**config.mk**
```make
export PLATFORM = sky130hd
export DESIGN_NAME = tmr8_timer
export DESIGN_NICKNAME = d
export VERILOG_FILES = /design/src/design/tmr8_pkg.sv /design/src/design/tmr8_timer.sv
export VERILOG_INCLUDE_DIRS = /design/src /design/src/design
export SDC_FILE = /design/constraint.sdc
export NUM_CORES = 1
export LEC_CHECK = 0
export ABC_AREA = 1
export BUFFER_PORTS_ARGS = -buffer_cell sky130_fd_sc_hd__buf_2
export CAP_MARGIN = 30
export CORE_MARGIN = 2
export CORE_UTILIZATION = 45
export CTS_BUF_LIST = sky130_fd_sc_hd__clkbuf_16
export CTS_CLUSTER_SIZE = 10
export DETAILED_ROUTE_END_ITERATION = 6
export PLACE_DENSITY_LB_ADDON = 0.1
export SLEW_MARGIN = 20
export SYNTH_ARGS = -nofsm -noshare
export SYNTH_HDL_FRONTEND = slang
export SYNTH_SLANG_ARGS = --single-unit
```
**constraint.sdc**
```tcl
create_clock -name clk -period 1.6 [get_ports clk]
set_clock_uncertainty 0.1 [all_clocks]
set_input_delay 0.08 -clock clk [delete_from_list [all_inputs] [get_ports clk]]
set_output_delay 0.08 -clock clk [all_outputs]
set_load 0.01 [all_outputs]
```
**src/design/tmr8_consts.svh**
```systemverilog
// Purpose: Register offsets, field positions, reset values and timing counts of the 8-bit timer.
// Assumes: AHB-Lite word registers at 32-bit aligned offsets.
// Notes: Included by the timer package users only.
`ifndef TMR8_CONSTS_SVH
`define TMR8_CONSTS_SVH
`define TMR8_OFF_CTRL 8'h00
`define TMR8_OFF_COUNT 8'h04
`define TMR8_OFF_COMPARE 8'h08
`define TMR8_OFF_IRQEN 8'h0c
`define TMR8_OFF_FLAGS 8'h10
`define TMR8_OFF_PRESC 8'h14
`define TMR8_OFF_ACK 8'h18
`define TMR8_CTRL_RESET 8'h00
`define TMR8_IRQEN_RESET 8'h00
`define TMR8_BIT_CMP 1
`define TMR8_BIT_OVF 0
`define TMR8_BIT_PSR 0
`define TMR8_BIT_GIE 1
`define TMR8_BIT_DIR 2
`define TMR8_PRESC_BITS 10
`define TMR8_TOP 8'hff
`define TMR8_BOTTOM 8'h00
`endif

```
**src/design/tmr8_pkg.sv**
```systemverilog
// Purpose: Types of the 8-bit timer.
// Assumes: Nothing beyond the constants header.
// Notes: Enumerations follow the field encodings.
package tmr8_pkg;
  typedef enum logic [1:0] {
    TMR8_NORMAL = 2'b00,
    TMR8_PHASE = 2'b01,
    TMR8_CTC = 2'b10,
    TMR8_FAST = 2'b11
  } tmr8_wave_e;
  typedef enum logic [1:0] {
    TMR8_OUT_OFF = 2'b00,
    TMR8_OUT_TOGGLE = 2'b01,
    TMR8_OUT_CLEAR = 2'b10,
    TMR8_OUT_SET = 2'b11
  } tmr8_outmode_e;
  typedef enum logic [2:0] {
    TMR8_CS_STOP = 3'h0,
    TMR8_CS_DIV1 = 3'h1,
    TMR8_CS_DIV8 = 3'h2,
    TMR8_CS_DIV64 = 3'h3,
    TMR8_CS_DIV256 = 3'h4,
    TMR8_CS_DIV1024 = 3'h5,
    TMR8_CS_EXT_FALL = 3'h6,
    TMR8_CS_EXT_RISE = 3'h7
  } tmr8_clksel_e;
endpackage

```
**src/design/tmr8_timer.sv**
```systemverilog
// Purpose: 8-bit timer with compare output, clock select, flags and a shared prescaler.
// Assumes: AHB-Lite single word transfers; OKAY always; zero wait states.
// Notes: The 16-bit companion gets its prescaler taps from the port presc_taps.
// Function
// - nonzero output mode takes the pin; driver enabled only with direction bit.
// - non-PWM modes: 00 off, 01 toggle, 10 clear, 11 set on match.
// - fast PWM: 10 clear on match set at bottom, 11 reverse, 01 reserved.
// - fast PWM with compare at top and upper bit: ignore match, act at bottom.
// - phase PWM: 10 clears on up-match, sets on down-match; 11 inverts.
// - phase PWM with compare at top and upper bit: ignore match, act at top.
// - clock select: stop, direct, four prescaler taps, external falling or rising.
// - external pin counts even when configured as an output.
// - counter read/write; a write blocks the match on the next tick.
// - compare value compared continuously; match feeds flag and waveform.
// - compare interrupt needs its enable, global enable and compare flag.
// - overflow interrupt needs its enable, global enable and overflow flag.
// - compare flag set on match, cleared by vector or write of one.
// - overflow flag set on overflow, or on turnaround at zero in phase mode.
// - both timers use one prescaler with separate clock selects.
// - prescaler runs freely; first count one to N plus one cycles later.
// - prescaler reset restarts the period for every attached timer.
// - prescaler reset bit self-clears, zero writes ignored, reads zero.
// - external pin sampled each clock by registers and a high-transparent latch; here three flops only.
// - one tick per rising edge for 7, falling for 6; no prescaling.
// - counter updates 2.5 to 3.5 cycles after an external edge; here 2 to 3 cycles.
//
// Implementation choices: the register addresses and the AHB-Lite slave port.
`timescale 1ns/1ps
`include "tmr8_consts.svh"
module tmr8_timer
  import tmr8_pkg::*;
(
  input wire logic clk,
  input wire logic rst_n,
  input wire logic hsel,
  input wire logic [31:0] haddr,
  input wire logic [1:0] htrans,
  input wire logic hwrite,
  input wire logic [2:0] hsize,
  input wire logic [31:0] hwdata,
  input wire logic hready,
  output logic [31:0] hrdata,
  output logic hreadyout,
  output logic hresp,
  input wire logic external_count_pin,
  input wire logic pin_direction,
  input wire logic port_data,
  output logic compare_output_pin_o,
  output logic compare_output_pin_oe,
  output logic compare_irq,
  output logic overflow_irq,
  output logic [3:0] presc_taps
);
  // Bus, register, prescaler, sampler and timer state.
  logic wr_pend_reg;
  logic [7:0] wr_addr_reg;
  logic [7:0] ctrl_reg;
  logic [7:0] counter_value_reg;
  logic [7:0] compare_value_reg;
  logic [7:0] irq_en_reg;
  logic global_ie_reg;
  logic compare_flag_reg;
  logic overflow_flag_reg;
  logic psr_reg;
  logic [`TMR8_PRESC_BITS-1:0] presc_reg;
  logic pin_s1_reg;
  logic pin_s2_reg;
  logic pin_s3_reg;
  logic block_reg;
  logic down_reg;
  logic oc_reg;
  logic [3:0] taps_next;
  logic timer_tick;
  logic match;
  logic wave_match;
  logic bus_take;
  logic wr_now;
  tmr8_wave_e wave;
  tmr8_outmode_e omode;
  tmr8_clksel_e csel;

  assign wave = tmr8_wave_e'({ctrl_reg[3], ctrl_reg[6]});
  assign omode = tmr8_outmode_e'(ctrl_reg[5:4]);
  assign csel = tmr8_clksel_e'(ctrl_reg[2:0]);
  assign bus_take = hsel && hready && htrans[1];
  assign wr_now = wr_pend_reg;

  always_ff @(posedge clk) begin
    if (!rst_n) begin
      wr_pend_reg <= 1'b0;
      wr_addr_reg <= 8'h00;
    end else begin
      wr_pend_reg <= bus_take && hwrite;
      wr_addr_reg <= haddr[7:0];
    end
  end

  always_ff @(posedge clk) begin
    if (!rst_n) begin
      hrdata <= 32'h0000_0000;
      hreadyout <= 1'b1;
      hresp <= 1'b0;
    end else if (bus_take && !hwrite) begin
      unique case (haddr[7:0])
        `TMR8_OFF_CTRL: hrdata <= {24'h000000, 1'b0, ctrl_reg[6:0]};
        `TMR8_OFF_COUNT: hrdata <= {24'h000000, counter_value_reg};
        `TMR8_OFF_COMPARE: hrdata <= {24'h000000, compare_value_reg};
        `TMR8_OFF_IRQEN: hrdata <= {24'h000000, irq_en_reg};
        `TMR8_OFF_FLAGS: hrdata <= {30'h0, compare_flag_reg, overflow_flag_reg};
        `TMR8_OFF_PRESC: hrdata <= {30'h0, global_ie_reg, 1'b0};
        default: hrdata <= 32'h0000_0000;
      endcase
    end
  end

  always_ff @(posedge clk) begin
    if (!rst_n) begin
      ctrl_reg <= `TMR8_CTRL_RESET;
      compare_value_reg <= 8'h00;
      irq_en_reg <= `TMR8_IRQEN_RESET;
      global_ie_reg <= 1'b0;
    end else if (wr_now) begin
      if (wr_addr_reg == `TMR8_OFF_CTRL) begin
        ctrl_reg <= {1'b0, hwdata[6:0]};
      end
      if (wr_addr_reg == `TMR8_OFF_COMPARE) begin
        compare_value_reg <= hwdata[7:0];
      end
      if (wr_addr_reg == `TMR8_OFF_IRQEN) begin
        irq_en_reg <= hwdata[7:0];
      end
      if (wr_addr_reg == `TMR8_OFF_PRESC) begin
        global_ie_reg <= hwdata[`TMR8_BIT_GIE];
      end
    end
  end

  always_ff @(posedge clk) begin
    if (!rst_n) begin
      psr_reg <= 1'b0;
    end else begin
      psr_reg <= wr_now && wr_addr_reg == `TMR8_OFF_PRESC && hwdata[`TMR8_BIT_PSR];
    end
  end

  always_ff @(posedge clk) begin
    if (!rst_n || psr_reg) begin
      presc_reg <= '0;
    end else begin
      presc_reg <= presc_reg + 1'b1;
    end
  end

  always_comb begin
    taps_next[0] = presc_reg[2:0] == 3'h7;
    taps_next[1] = presc_reg[5:0] == 6'h3f;
    taps_next[2] = presc_reg[7:0] == 8'hff;
    taps_next[3] = presc_reg == 10'h3ff;
  end

  always_ff @(posedge clk) begin
    if (!rst_n || psr_reg) begin
      presc_taps <= 4'h0;
    end else begin
      presc_taps <= taps_next;
    end
  end

  // The third flop stands in for the high-transparent latch of the sampler.
  // two to three cycle latency from pin edge to count
  always_ff @(posedge clk) begin
    if (!rst_n) begin
      pin_s1_reg <= 1'b0;
      pin_s2_reg <= 1'b0;
      pin_s3_reg <= 1'b0;
    end else begin
      pin_s1_reg <= external_count_pin;
      pin_s2_reg <= pin_s1_reg;
      pin_s3_reg <= pin_s2_reg;
    end
  end

  always_comb begin
    unique case (csel)
      TMR8_CS_STOP: timer_tick = 1'b0;
      TMR8_CS_DIV1: timer_tick = 1'b1;
      TMR8_CS_DIV8: timer_tick = presc_taps[0];
      TMR8_CS_DIV64: timer_tick = presc_taps[1];
      TMR8_CS_DIV256: timer_tick = presc_taps[2];
      TMR8_CS_DIV1024: timer_tick = presc_taps[3];
      TMR8_CS_EXT_FALL: timer_tick = pin_s3_reg && !pin_s2_reg;
      TMR8_CS_EXT_RISE: timer_tick = !pin_s3_reg && pin_s2_reg;
    endcase
  end

  assign match = counter_value_reg == compare_value_reg && !block_reg;
  assign wave_match = match && !((wave == TMR8_FAST || wave == TMR8_PHASE)
    && compare_value_reg == `TMR8_TOP && omode[1]);

  always_ff @(posedge clk) begin
    if (!rst_n) begin
      block_reg <= 1'b0;
    end else if (wr_now && wr_addr_reg == `TMR8_OFF_COUNT) begin
      block_reg <= 1'b1;
    end else if (timer_tick) begin
      block_reg <= 1'b0;
    end
  end

  always_ff @(posedge clk) begin
    if (!rst_n) begin
      counter_value_reg <= 8'h00;
      down_reg <= 1'b0;
    end else if (wr_now && wr_addr_reg == `TMR8_OFF_COUNT) begin
      counter_value_reg <= hwdata[7:0];
    end else if (timer_tick) begin
      unique case (wave)
        TMR8_PHASE: begin
          if (!down_reg && counter_value_reg == `TMR8_TOP) begin
            down_reg <= 1'b1;
            counter_value_reg <= counter_value_reg - 8'h01;
          end else if (down_reg && counter_value_reg == `TMR8_BOTTOM) begin
            down_reg <= 1'b0;
            counter_value_reg <= counter_value_reg + 8'h01;
          end else begin
            counter_value_reg <= down_reg ? counter_value_reg - 8'h01 : counter_value_reg + 8'h01;
          end
        end
        TMR8_CTC: begin
          counter_value_reg <= match ? `TMR8_BOTTOM : counter_value_reg + 8'h01;
          down_reg <= 1'b0;
        end
        default: begin
          counter_value_reg <= counter_value_reg + 8'h01;
          down_reg <= 1'b0;
        end
      endcase
    end
  end

  always_ff @(posedge clk) begin
    if (!rst_n) begin
      compare_flag_reg <= 1'b0;
    end else if (timer_tick && match) begin
      compare_flag_reg <= 1'b1;
    end else if ((wr_now && wr_addr_reg == `TMR8_OFF_FLAGS && hwdata[`TMR8_BIT_CMP])
      || (wr_now && wr_addr_reg == `TMR8_OFF_ACK && hwdata[`TMR8_BIT_CMP])) begin
      compare_flag_reg <= 1'b0;
    end
  end

  always_ff @(posedge clk) begin
    if (!rst_n) begin
      overflow_flag_reg <= 1'b0;
    end else if (timer_tick && (wave == TMR8_PHASE ? (down_reg && counter_value_reg == `TMR8_BOTTOM)
      : counter_value_reg == `TMR8_TOP)) begin
      overflow_flag_reg <= 1'b1;
    end else if (wr_now && (wr_addr_reg == `TMR8_OFF_FLAGS || wr_addr_reg == `TMR8_OFF_ACK)
      && hwdata[`TMR8_BIT_OVF]) begin
      overflow_flag_reg <= 1'b0;
    end
  end

  always_ff @(posedge clk) begin
    if (!rst_n) begin
      compare_irq <= 1'b0;
      overflow_irq <= 1'b0;
    end else begin
      compare_irq <= irq_en_reg[`TMR8_BIT_CMP] && global_ie_reg && compare_flag_reg;
      overflow_irq <= irq_en_reg[`TMR8_BIT_OVF] && global_ie_reg && overflow_flag_reg;
    end
  end

  always_ff @(posedge clk) begin
    if (!rst_n) begin
      oc_reg <= 1'b0;
    end else if (timer_tick) begin
      unique case (wave)
        TMR8_FAST: begin
          if (wave_match && omode[1]) begin
            oc_reg <= omode[0];
          end else if (counter_value_reg == `TMR8_TOP && omode[1]) begin
            oc_reg <= !omode[0];
          end
        end
        TMR8_PHASE: begin
          if (compare_value_reg == `TMR8_TOP && omode[1]
            && !down_reg && counter_value_reg == `TMR8_TOP) begin
            oc_reg <= !omode[0];
          end else if (wave_match && omode[1]) begin
            oc_reg <= down_reg ? !omode[0] : omode[0];
          end
        end
        default: begin
          if (match) begin
            unique case (omode)
              TMR8_OUT_OFF: oc_reg <= oc_reg;
              TMR8_OUT_TOGGLE: oc_reg <= !oc_reg;
              TMR8_OUT_CLEAR: oc_reg <= 1'b0;
              TMR8_OUT_SET: oc_reg <= 1'b1;
            endcase
          end
        end
      endcase
    end
  end

  always_ff @(posedge clk) begin
    if (!rst_n) begin
      compare_output_pin_o <= 1'b0;
      compare_output_pin_oe <= 1'b0;
    end else begin
      compare_output_pin_o <= (omode != TMR8_OUT_OFF) ? oc_reg : port_data;
      compare_output_pin_oe <= pin_direction;
    end
  end

  // Checks of the rules that this block carries out.
  AST_FLAG_SET: assert property (@(posedge clk) disable iff (!rst_n)
    timer_tick && match |=> compare_flag_reg) else $error("compare flag not set");
  AST_OVF_SET: assert property (@(posedge clk) disable iff (!rst_n)
    timer_tick && wave == TMR8_NORMAL && counter_value_reg == `TMR8_TOP
    && !(wr_now && wr_addr_reg == `TMR8_OFF_COUNT) |=> overflow_flag_reg
    && counter_value_reg == `TMR8_BOTTOM) else $error("overflow flag not set");
  AST_CMP_IRQ: assert property (@(posedge clk) disable iff (!rst_n)
    compare_irq |-> $past(irq_en_reg[`TMR8_BIT_CMP] && global_ie_reg && compare_flag_reg))
    else $error("compare irq without cause");
  AST_OVF_IRQ: assert property (@(posedge clk) disable iff (!rst_n)
    overflow_irq |-> $past(irq_en_reg[`TMR8_BIT_OVF] && global_ie_reg && overflow_flag_reg))
    else $error("overflow irq without cause");
  AST_PSR_CLR: assert property (@(posedge clk) disable iff (!rst_n)
    psr_reg |=> !psr_reg && presc_reg == 10'h000) else $error("prescaler reset failed");
  AST_DIV8: assert property (@(posedge clk) disable iff (!rst_n)
    presc_taps[0] && !psr_reg |-> ##1 !presc_taps[0] [*7]) else $error("div8 tap too often");
  AST_EXT_RISE: assert property (@(posedge clk) disable iff (!rst_n)
    csel == TMR8_CS_EXT_RISE && !$past(external_count_pin, 3) && $past(external_count_pin, 2)
    |-> timer_tick) else $error("rising edge missed");
  AST_EXT_FALL: assert property (@(posedge clk) disable iff (!rst_n)
    csel == TMR8_CS_EXT_FALL && $past(external_count_pin, 3) && !$past(external_count_pin, 2)
    |-> timer_tick) else $error("falling edge missed");
  AST_EXT_LAT: assert property (@(posedge clk) disable iff (!rst_n)
    csel == TMR8_CS_EXT_RISE && wave == TMR8_NORMAL && !wr_now && !$past(external_count_pin, 3)
    && $past(external_count_pin, 2) |=> counter_value_reg == $past(counter_value_reg) + 8'h01)
    else $error("external edge latency wrong");
  AST_CNT_HOLD: assert property (@(posedge clk) disable iff (!rst_n)
    csel == TMR8_CS_STOP && !wr_now |=> $stable(counter_value_reg))
    else $error("stopped counter moved");
  AST_PIN_OE: assert property (@(posedge clk) disable iff (!rst_n)
    ##1 compare_output_pin_oe == $past(pin_direction)) else $error("driver enable wrong");
  AST_BLOCK: assert property (@(posedge clk) disable iff (!rst_n)
    wr_now && wr_addr_reg == `TMR8_OFF_COUNT |=> !match) else $error("write did not block match");
endmodule

```
==> results.txt, run 1 <==
Worst hold-check path type - in2reg
# rows - 34
NumNets Final - 808
Hold EP - ctrl_reg[5]
Placer congestion estimate - 0.9450
Post-Syn Instances - 591
Die area - 9908 um^2
Post-synth EDFFs - 0
RSZ-0062 raised after global routing - true
Worst-Skew Late Latency - 0.33 ns
Run status - finished, violations left
YS warnings - 0
DRT antenna net count - 0
Crit path top cell by count - nand2_4
TritonCTS clock tree - yes
DR pass1 iterations - 5
Failing checks - setup timing
Vias in the first global route - 3888
Crit-path leading delay family - simple AND/OR/NAND/NOR gates
Distinct cells, synth - 36
Port buffer count - 40
Smallest hold slack - 0.01452 ns
Async S/R FF share, synth - 0%
Min Tclk post-route - 1.770 ns
Worst reg2reg path depth - 12
Clock network power share - 48.3%
Most used DFF post-synth - dfxtp_1
Final Non-Filler Cells - 836
DRC Markers - 0
Pwr Total - 4.438 mW
Post-synth top cells - nand2_1, dfxtp_1, inv_1, nor2_1, a21oi_1
Crit start category - flip-flop
Flop and latch count out of synthesis - 76
Largest net degree at the start of global routing - 35
Post-DP Area - 4766 um^2
Syn Std Cell Area - 4108 um^2
CTS Buf Count - 9
Seq/Total Area, Yosys - 37.04%
Max FFs per register - 10
Fin. Hold Viols - 0
Sw Pwr - 1.147 mW
RR Startpoint - counter_value_reg[1]
Static Leak - 2.614 nW
Fillers - 802
Clock Path Buffers - 2
Logic pwr share - 8.1%
Max Cap Violations - 0
Worst stage delay on the critical path - 0.38 ns
WL/cell - 14.76 um
Via density - 5.102
Clock transition at path regs - 0.07 ns
Slowest CP cell - dfxtp_4
Top post-synthesis cells by area - dfxtp_1, nand2_1, inv_1
Peak VDD IR - 0.0004716 V
Placed insts - 783
CTS Sinks - 76
WS Path Type - reg2reg
Final Setup Violations - 9
Count leader, synth - nand2_1
Die H - 99.54 um
GRT Total Usage - 24.04%
Worst endpoint required time - 1.76 ns
First-pass GRT wire length - 18.74 mm
Max-slew violations - 0
Layout cell share with drive strength beyond 1 - 30.63%
Sequential power share - 43.6%
Tcrit/Tclk final - 110.6%
Final instance area - 5648 um^2
HPWL Detailed - 8.549 mm
Synthesized area per cell - 6.950 um^2
IO Pins - 119
Int Pwr - 3.291 mW
CORE AREA - 8806 um^2
H-tree Lvls - 3
Die Wd - 99.54 um
Post-route setup TNS - -0.8382 ns
Min-delay src - hwdata[5]
Crit path cell chain - ha_4, nand2_4, nor2_4, nand2_4, nand2_4, nand2_4, buf_4, nand2_1, nand4_1, nand3_1, nand2_1, a21oi_1
Area growth from synthesis to layout - 37.50%
Worst Hold Depth - 3
PnR worst setup slack - -0.1696 ns
Max Fclk - 0.5651 GHz
Pwr dens - 785.8 nW/um^2
Critical Path Sink Type - flip-flop
Initial Utilization - 46.65%
DRT iter0 DRCs - 297
Synth top area share - 37.04%
Gr ovfl total - 0
WP buf/inv - 1
R2r endpoint - counter_value_reg[2]
Via count - 4265
Switch share - 25.85%
Critical path peak fanout - 4
Final WL - 12.34 mm
Antenna diodes - 0
Reg2reg setup slack - -0.17 ns
Initial antenna violation count - 0
Root Buffer - clkbuf_16
Leading area contributor after synthesis - dfxtp_1
CP arrival - 1.92 ns
## worst min-delay path: cells and delay by family
family / cells / cell delay (ns)
AOI/OAI and AO/OA: 1 / 0.15
buffers and inverters: 2 / 0.17
## kinds of logic after synthesis
logic type / count (synthesis) / share of synthesized area [%]
buffers and inverters: 128 / 14.65
XOR/XNOR: 9 / 1.919
flip-flops: 76 / 37.04
AND/OR/NAND/NOR: 254 / 27.78
other: 2 / 0.1828
adder cells (fa/ha/maj): 8 / 2.437
AO/OA/AOI/OAI: 114 / 15.99
## per-layer routing
| layer | up-vias | part of all wire, % | GRT usage, % |
|---|---|---|---|
| met5 | - | 0 | 0 |
| met4 | 0 | 3.4 | 10.12 |
| met3 | 32 | 6.3 | 4.287 |
| met2 | 173 | 48 | 39.97 |
| met1 | 1934 | 43 | 30.74 |
| li1 | 2126 | - | - |
## placed cells by master, fill, tap and decap left out, types with 3 or more instances in the layout
cell type | netlist | final
o21ai_1 | 1 | 5
o22ai_1 | 8 | 8
buf_4 | 29 | 73
nor2_1 | 64 | 53
xnor2_1 | 4 | 3
nand4_1 | 6 | 6
clkbuf_16 | 0 | 9
nand2_1 | 116 | 101
nand2_2 | 7 | 15
dfxtp_4 | 0 | 4
nand3_2 | 1 | 5
dlygate4sd3_1 | 0 | 19
o21ai_0 | 37 | 32
dfxtp_1 | 76 | 65
nor2_4 | 3 | 10
inv_2 | 14 | 13
buf_2 | 4 | 40
nor2_2 | 7 | 11
xor2_1 | 5 | 5
conb_1 | 2 | 26
ha_1 | 8 | 4
a21oi_1 | 39 | 38
nand2_4 | 0 | 7
o211ai_1 | 7 | 7
nor3_1 | 4 | 3
inv_1 | 74 | 74
a211oi_1 | 17 | 17
nand3_1 | 36 | 31
buf_6 | 1 | 3
dfxtp_2 | 0 | 7
inv_6 | 0 | 3
## how the worst max path moves through the flow
stage,start,to,slack (ns),depth (start not counted)
finish,counter_value_reg[1],counter_value_reg[2],-0.17,12
CTS,counter_value_reg[1],counter_value_reg[5],-0.11,12
floorplan,ctrl_reg[3],oc_reg,0.004,13
global route,counter_value_reg[2],oc_reg,-0.22,13
global placement,counter_value_reg[2],counter_value_reg[5],-0.1,11
detailed placement,counter_value_reg[2],counter_value_reg[5],-0.20,11
## layout make-up
| cell class | instances | area (um^2) | area share, % |
|---|---|---|---|
| multi-input cells | 411 | 2317 | 41.03 |
| flip-flops and latches | 76 | 1545 | 27.36 |
| repair buffers | 137 | 1012 | 17.92 |
| inverters | 88 | 332.8 | 5.893 |
| clock buffers | 9 | 225.2 | 3.988 |
| well taps | 108 | 135.1 | 2.393 |
| clock inverters | 7 | 80.08 | 1.418 |
## repair_timing
| action | CTS | global route |
|---|---|---|
| pin swaps | 20 | 30 |
| setup endpoints to repair | 11 | 33 |
| setup buffers | 13 | 8 |
| hold buffers | 19 | 0 |
| endpoints found under the hold margin | 24 | 0 |
| resized for setup | 15 | 60 |
## power by group through the flow
stage / Combinational (mW) / Sequential (mW) / Clock [mW]
2_1_floorplan: 0.228 / 1.97 / 0
3_3_place_gp: 0.294 / 1.97 / 0
3_5_place_dp: 0.298 / 1.98 / 0
4_1_cts: 0.338 / 1.93 / 2.16
5_1_grt: 0.397 / 1.94 / 2.22
6_report: 0.361 / 1.93 / 2.14
## stage by stage
stage | setup slack [ns] | utilization, %
after floorplan | 0.003603 | -
after global placement | -0.09998 | 54.12
after detailed placement | -0.1968 | 54.12
after CTS | -0.1071 | 61.34
after global routing | -0.2189 | 64.14
final | -0.1696 | 64.14
Note: power is estimated with default switching activity, not from simulation.
==> run 2, diff against run 1 <==
--- a/config.mk
+++ b/config.mk
@@ -9,8 +9,10 @@
 export ABC_AREA = 1
 export BUFFER_PORTS_ARGS = -buffer_cell sky130_fd_sc_hd__buf_2
 export CAP_MARGIN = 30
+export CELL_PAD_IN_SITES_DETAIL_PLACEMENT = 0
+export CELL_PAD_IN_SITES_GLOBAL_PLACEMENT = 2
 export CORE_MARGIN = 2
-export CORE_UTILIZATION = 45
+export CORE_UTILIZATION = 25
 export CTS_BUF_LIST = sky130_fd_sc_hd__clkbuf_16
 export CTS_CLUSTER_SIZE = 10
 export DETAILED_ROUTE_END_ITERATION = 6
==> results.txt, run 2 (synthesis gave the netlist of run 1 again) <==
Run status - finished, violations left
Failing checks - setup timing
Crit start category - flip-flop
Antenna diodes - 0 (unchanged)
Die Wd - 132.2 um (+33%)
Clock network power share - 46.1% (-2.2 points)
Slowest CP cell - dfxtp_4
Initial antenna violation count - 0 (unchanged)
WL/cell - 14.57 um (-1.3%)
Via density - 4.355 (-15%)
Switch share - 27.29% (+1.4 points)
# rows - 46 (+35%)
Die area - 17470 um^2 (+76%)
Smallest hold slack - 0.04645 ns (+0.03193 ns)
Commonest non-fill, non-tap cell in the layout - nand2_1
Port buffer count - 40 (unchanged)
Via count - 4146 (-2.8%)
Root Buffer - clkbuf_16
RSZ-0062 raised after global routing - true
Sequential power share - 44.8% (+1.2 points)
TritonCTS clock tree - yes
Tcrit/Tclk final - 108.3% (-2.3 points)
NumNets Final - 816 (+0.99%)
First-pass GRT wire length - 21.29 mm (+14%)
Peak VDD IR - 0.0004765 V (+1.0%)
Final Setup Violations - 8 (-1)
Worst endpoint required time - 1.72 ns (-0.04 ns)
Pwr Total - 4.328 mW (-2.5%)
Layout cell share with drive strength beyond 1 - 33.83% (+3.2 points)
Max Fclk - 0.5771 GHz (+2.1%)
Final WL - 13.87 mm (+12%)
Sw Pwr - 1.181 mW (+2.9%)
Area growth from synthesis to layout - 43.68%
Max Cap Violations - 0 (unchanged)
Pwr dens - 733.3 nW/um^2 (-6.7%)
WP buf/inv - 1 (unchanged)
Placer congestion estimate - 0.8237 (-13%)
PnR worst setup slack - -0.1328 ns (+0.03682 ns)
Max FFs per register - 10 (unchanged)
DRT iter0 DRCs - 188 (-37%)
CORE AREA - 16000 um^2 (+82%)
Fillers - 1776 (+120%)
Initial Utilization - 25.67% (-21 points)
DR pass1 iterations - 4 (-1)
Crit path top cell by count - nand2_1
Most frequent cells in the layout - nand2_1, buf_4, inv_1
Worst stage delay on the critical path - 0.37 ns (about the same)
CP arrival - 1.86 ns (-0.06 ns)
Static Leak - 2.646 nW (+1.2%)
Logic pwr share - 9.1% (+1.0 points)
GRT Total Usage - 15.80% (-8.2 points)
CTS Sinks - 76 (unchanged)
Worst hold-check path type - in2reg
Clock transition at path regs - 0.07 ns (about the same)
IO Pins - 119 (unchanged)
Gr ovfl total - 0 (unchanged)
Critical Path Sink Type - flip-flop
DRC Markers - 0 (unchanged)
Min Tclk post-route - 1.733 ns (-0.03682 ns)
H-tree Lvls - 3 (unchanged)
Clock Path Buffers - 2 (unchanged)
Die H - 132.2 um (+33%)
Worst-Skew Late Latency - 0.34 ns (about the same)
Crit path cell chain - buf_6, nand2_2, nand2_2, nor2_4, nand3_4, nor2_4, nand2_1, nand2_1, nand2_1, nor2_2, nand2_1, nor2_1, nor2_1
Critical path peak fanout - 6 (+2)
DRT antenna net count - 0 (unchanged)
WS Path Type - reg2reg
Vias in the first global route - 3917 (+0.75%)
HPWL Detailed - 10.67 mm (+25%)
Int Pwr - 3.147 mW (-4.4%)
Crit-path leading delay family - simple AND/OR/NAND/NOR gates
Finished Core Util - 36.89% (-27 points)
CTS Buf Count - 9 (unchanged)
Fin. Hold Viols - 0 (unchanged)
Largest net degree at the start of global routing - 35 (unchanged)
Max-slew violations - 0 (unchanged)
run 2: changes by cell type in the layout (fill, tap and decap cells not counted), sizes merged:
| cell | previous run | this run |
|---|---|---|
| buf | 118 | 125 |
| bufinv | 1 | 0 |
| clkbuf | 9 | 10 |
| clkinv | 1 | 2 |
| clkinvlp | 1 | 2 |
| inv | 92 | 91 |
run 2: through the flow:
stage | setup slack, ns | setup TNS, ns | area (um^2) | cells
finish | -0.1328 | -0.6189 | 5902 | 952
global route | -0.2636 | -2.019 | 5902 | 952
CTS | -0.1229 | -0.6125 | 5594 | 948
detailed placement | -0.1355 | -1.464 | 5059 | 912
global placement | -0.1488 | -1.259 | 5059 | 912
floorplan | 0.003603 | 0 | 4237 | 615
run 2: area by class of cell:
cell class,instances,area (um^2),share of cell area (%)
Multi-Input combinational cell,411,2374,40.22
Sequential cell,76,1548,26.22
Clock inverter,7,57.56,0.9752
Inverter,88,337.8,5.724
Clock buffer,9,225.2,3.816
Tap cell,216,270.3,4.579
Timing Repair Buffer,145,1090,18.47
run 2: what timing repair did:
item / in CTS / in global routing
buffers inserted: 1 / 3
hold buffers: 19 / 0
setup endpoints to repair: 12 / 36
gates resized for setup: 16 / 73
endpoints found under the hold margin: 19 / 0
cloned: 0 / 1
pin swaps: 8 / 27
run 2: worst paths after layout:
path / start / to / slack, ns / cells past startpoint
worst max register to register: counter_value_reg[1] / oc_reg / -0.13 / 13
worst min-delay path: hwdata[2] / irq_en_reg[2] / 0.05 / 3
worst min register to register: pin_s1_reg / pin_s2_reg / 0.32 / 2
worst max-delay path: counter_value_reg[1] / oc_reg / -0.13 / 13
run 2: worst min-delay path, cell delays in order:
cell and delay, ns:
buf_2 0.13, inv_1 0.15, a211oi_2 0.09
run 2: power groups by stage:
stage | clock [mW] | sequential [mW] | combinational [mW]
final | 2.00 | 1.94 | 0.394
after global routing | 2.16 | 1.94 | 0.439
after CTS | 2.06 | 1.93 | 0.361
after detailed placement | 0 | 1.98 | 0.318
after global placement | 0 | 1.97 | 0.319
after floorplan | 0 | 1.97 | 0.228
run 2: per-layer routing:
layer	wire length, um	GRT usage [%]
met1	6528	21.10
met2	6617	26.36
met3	553	2.807
met4	169	4.122
met5	0	0
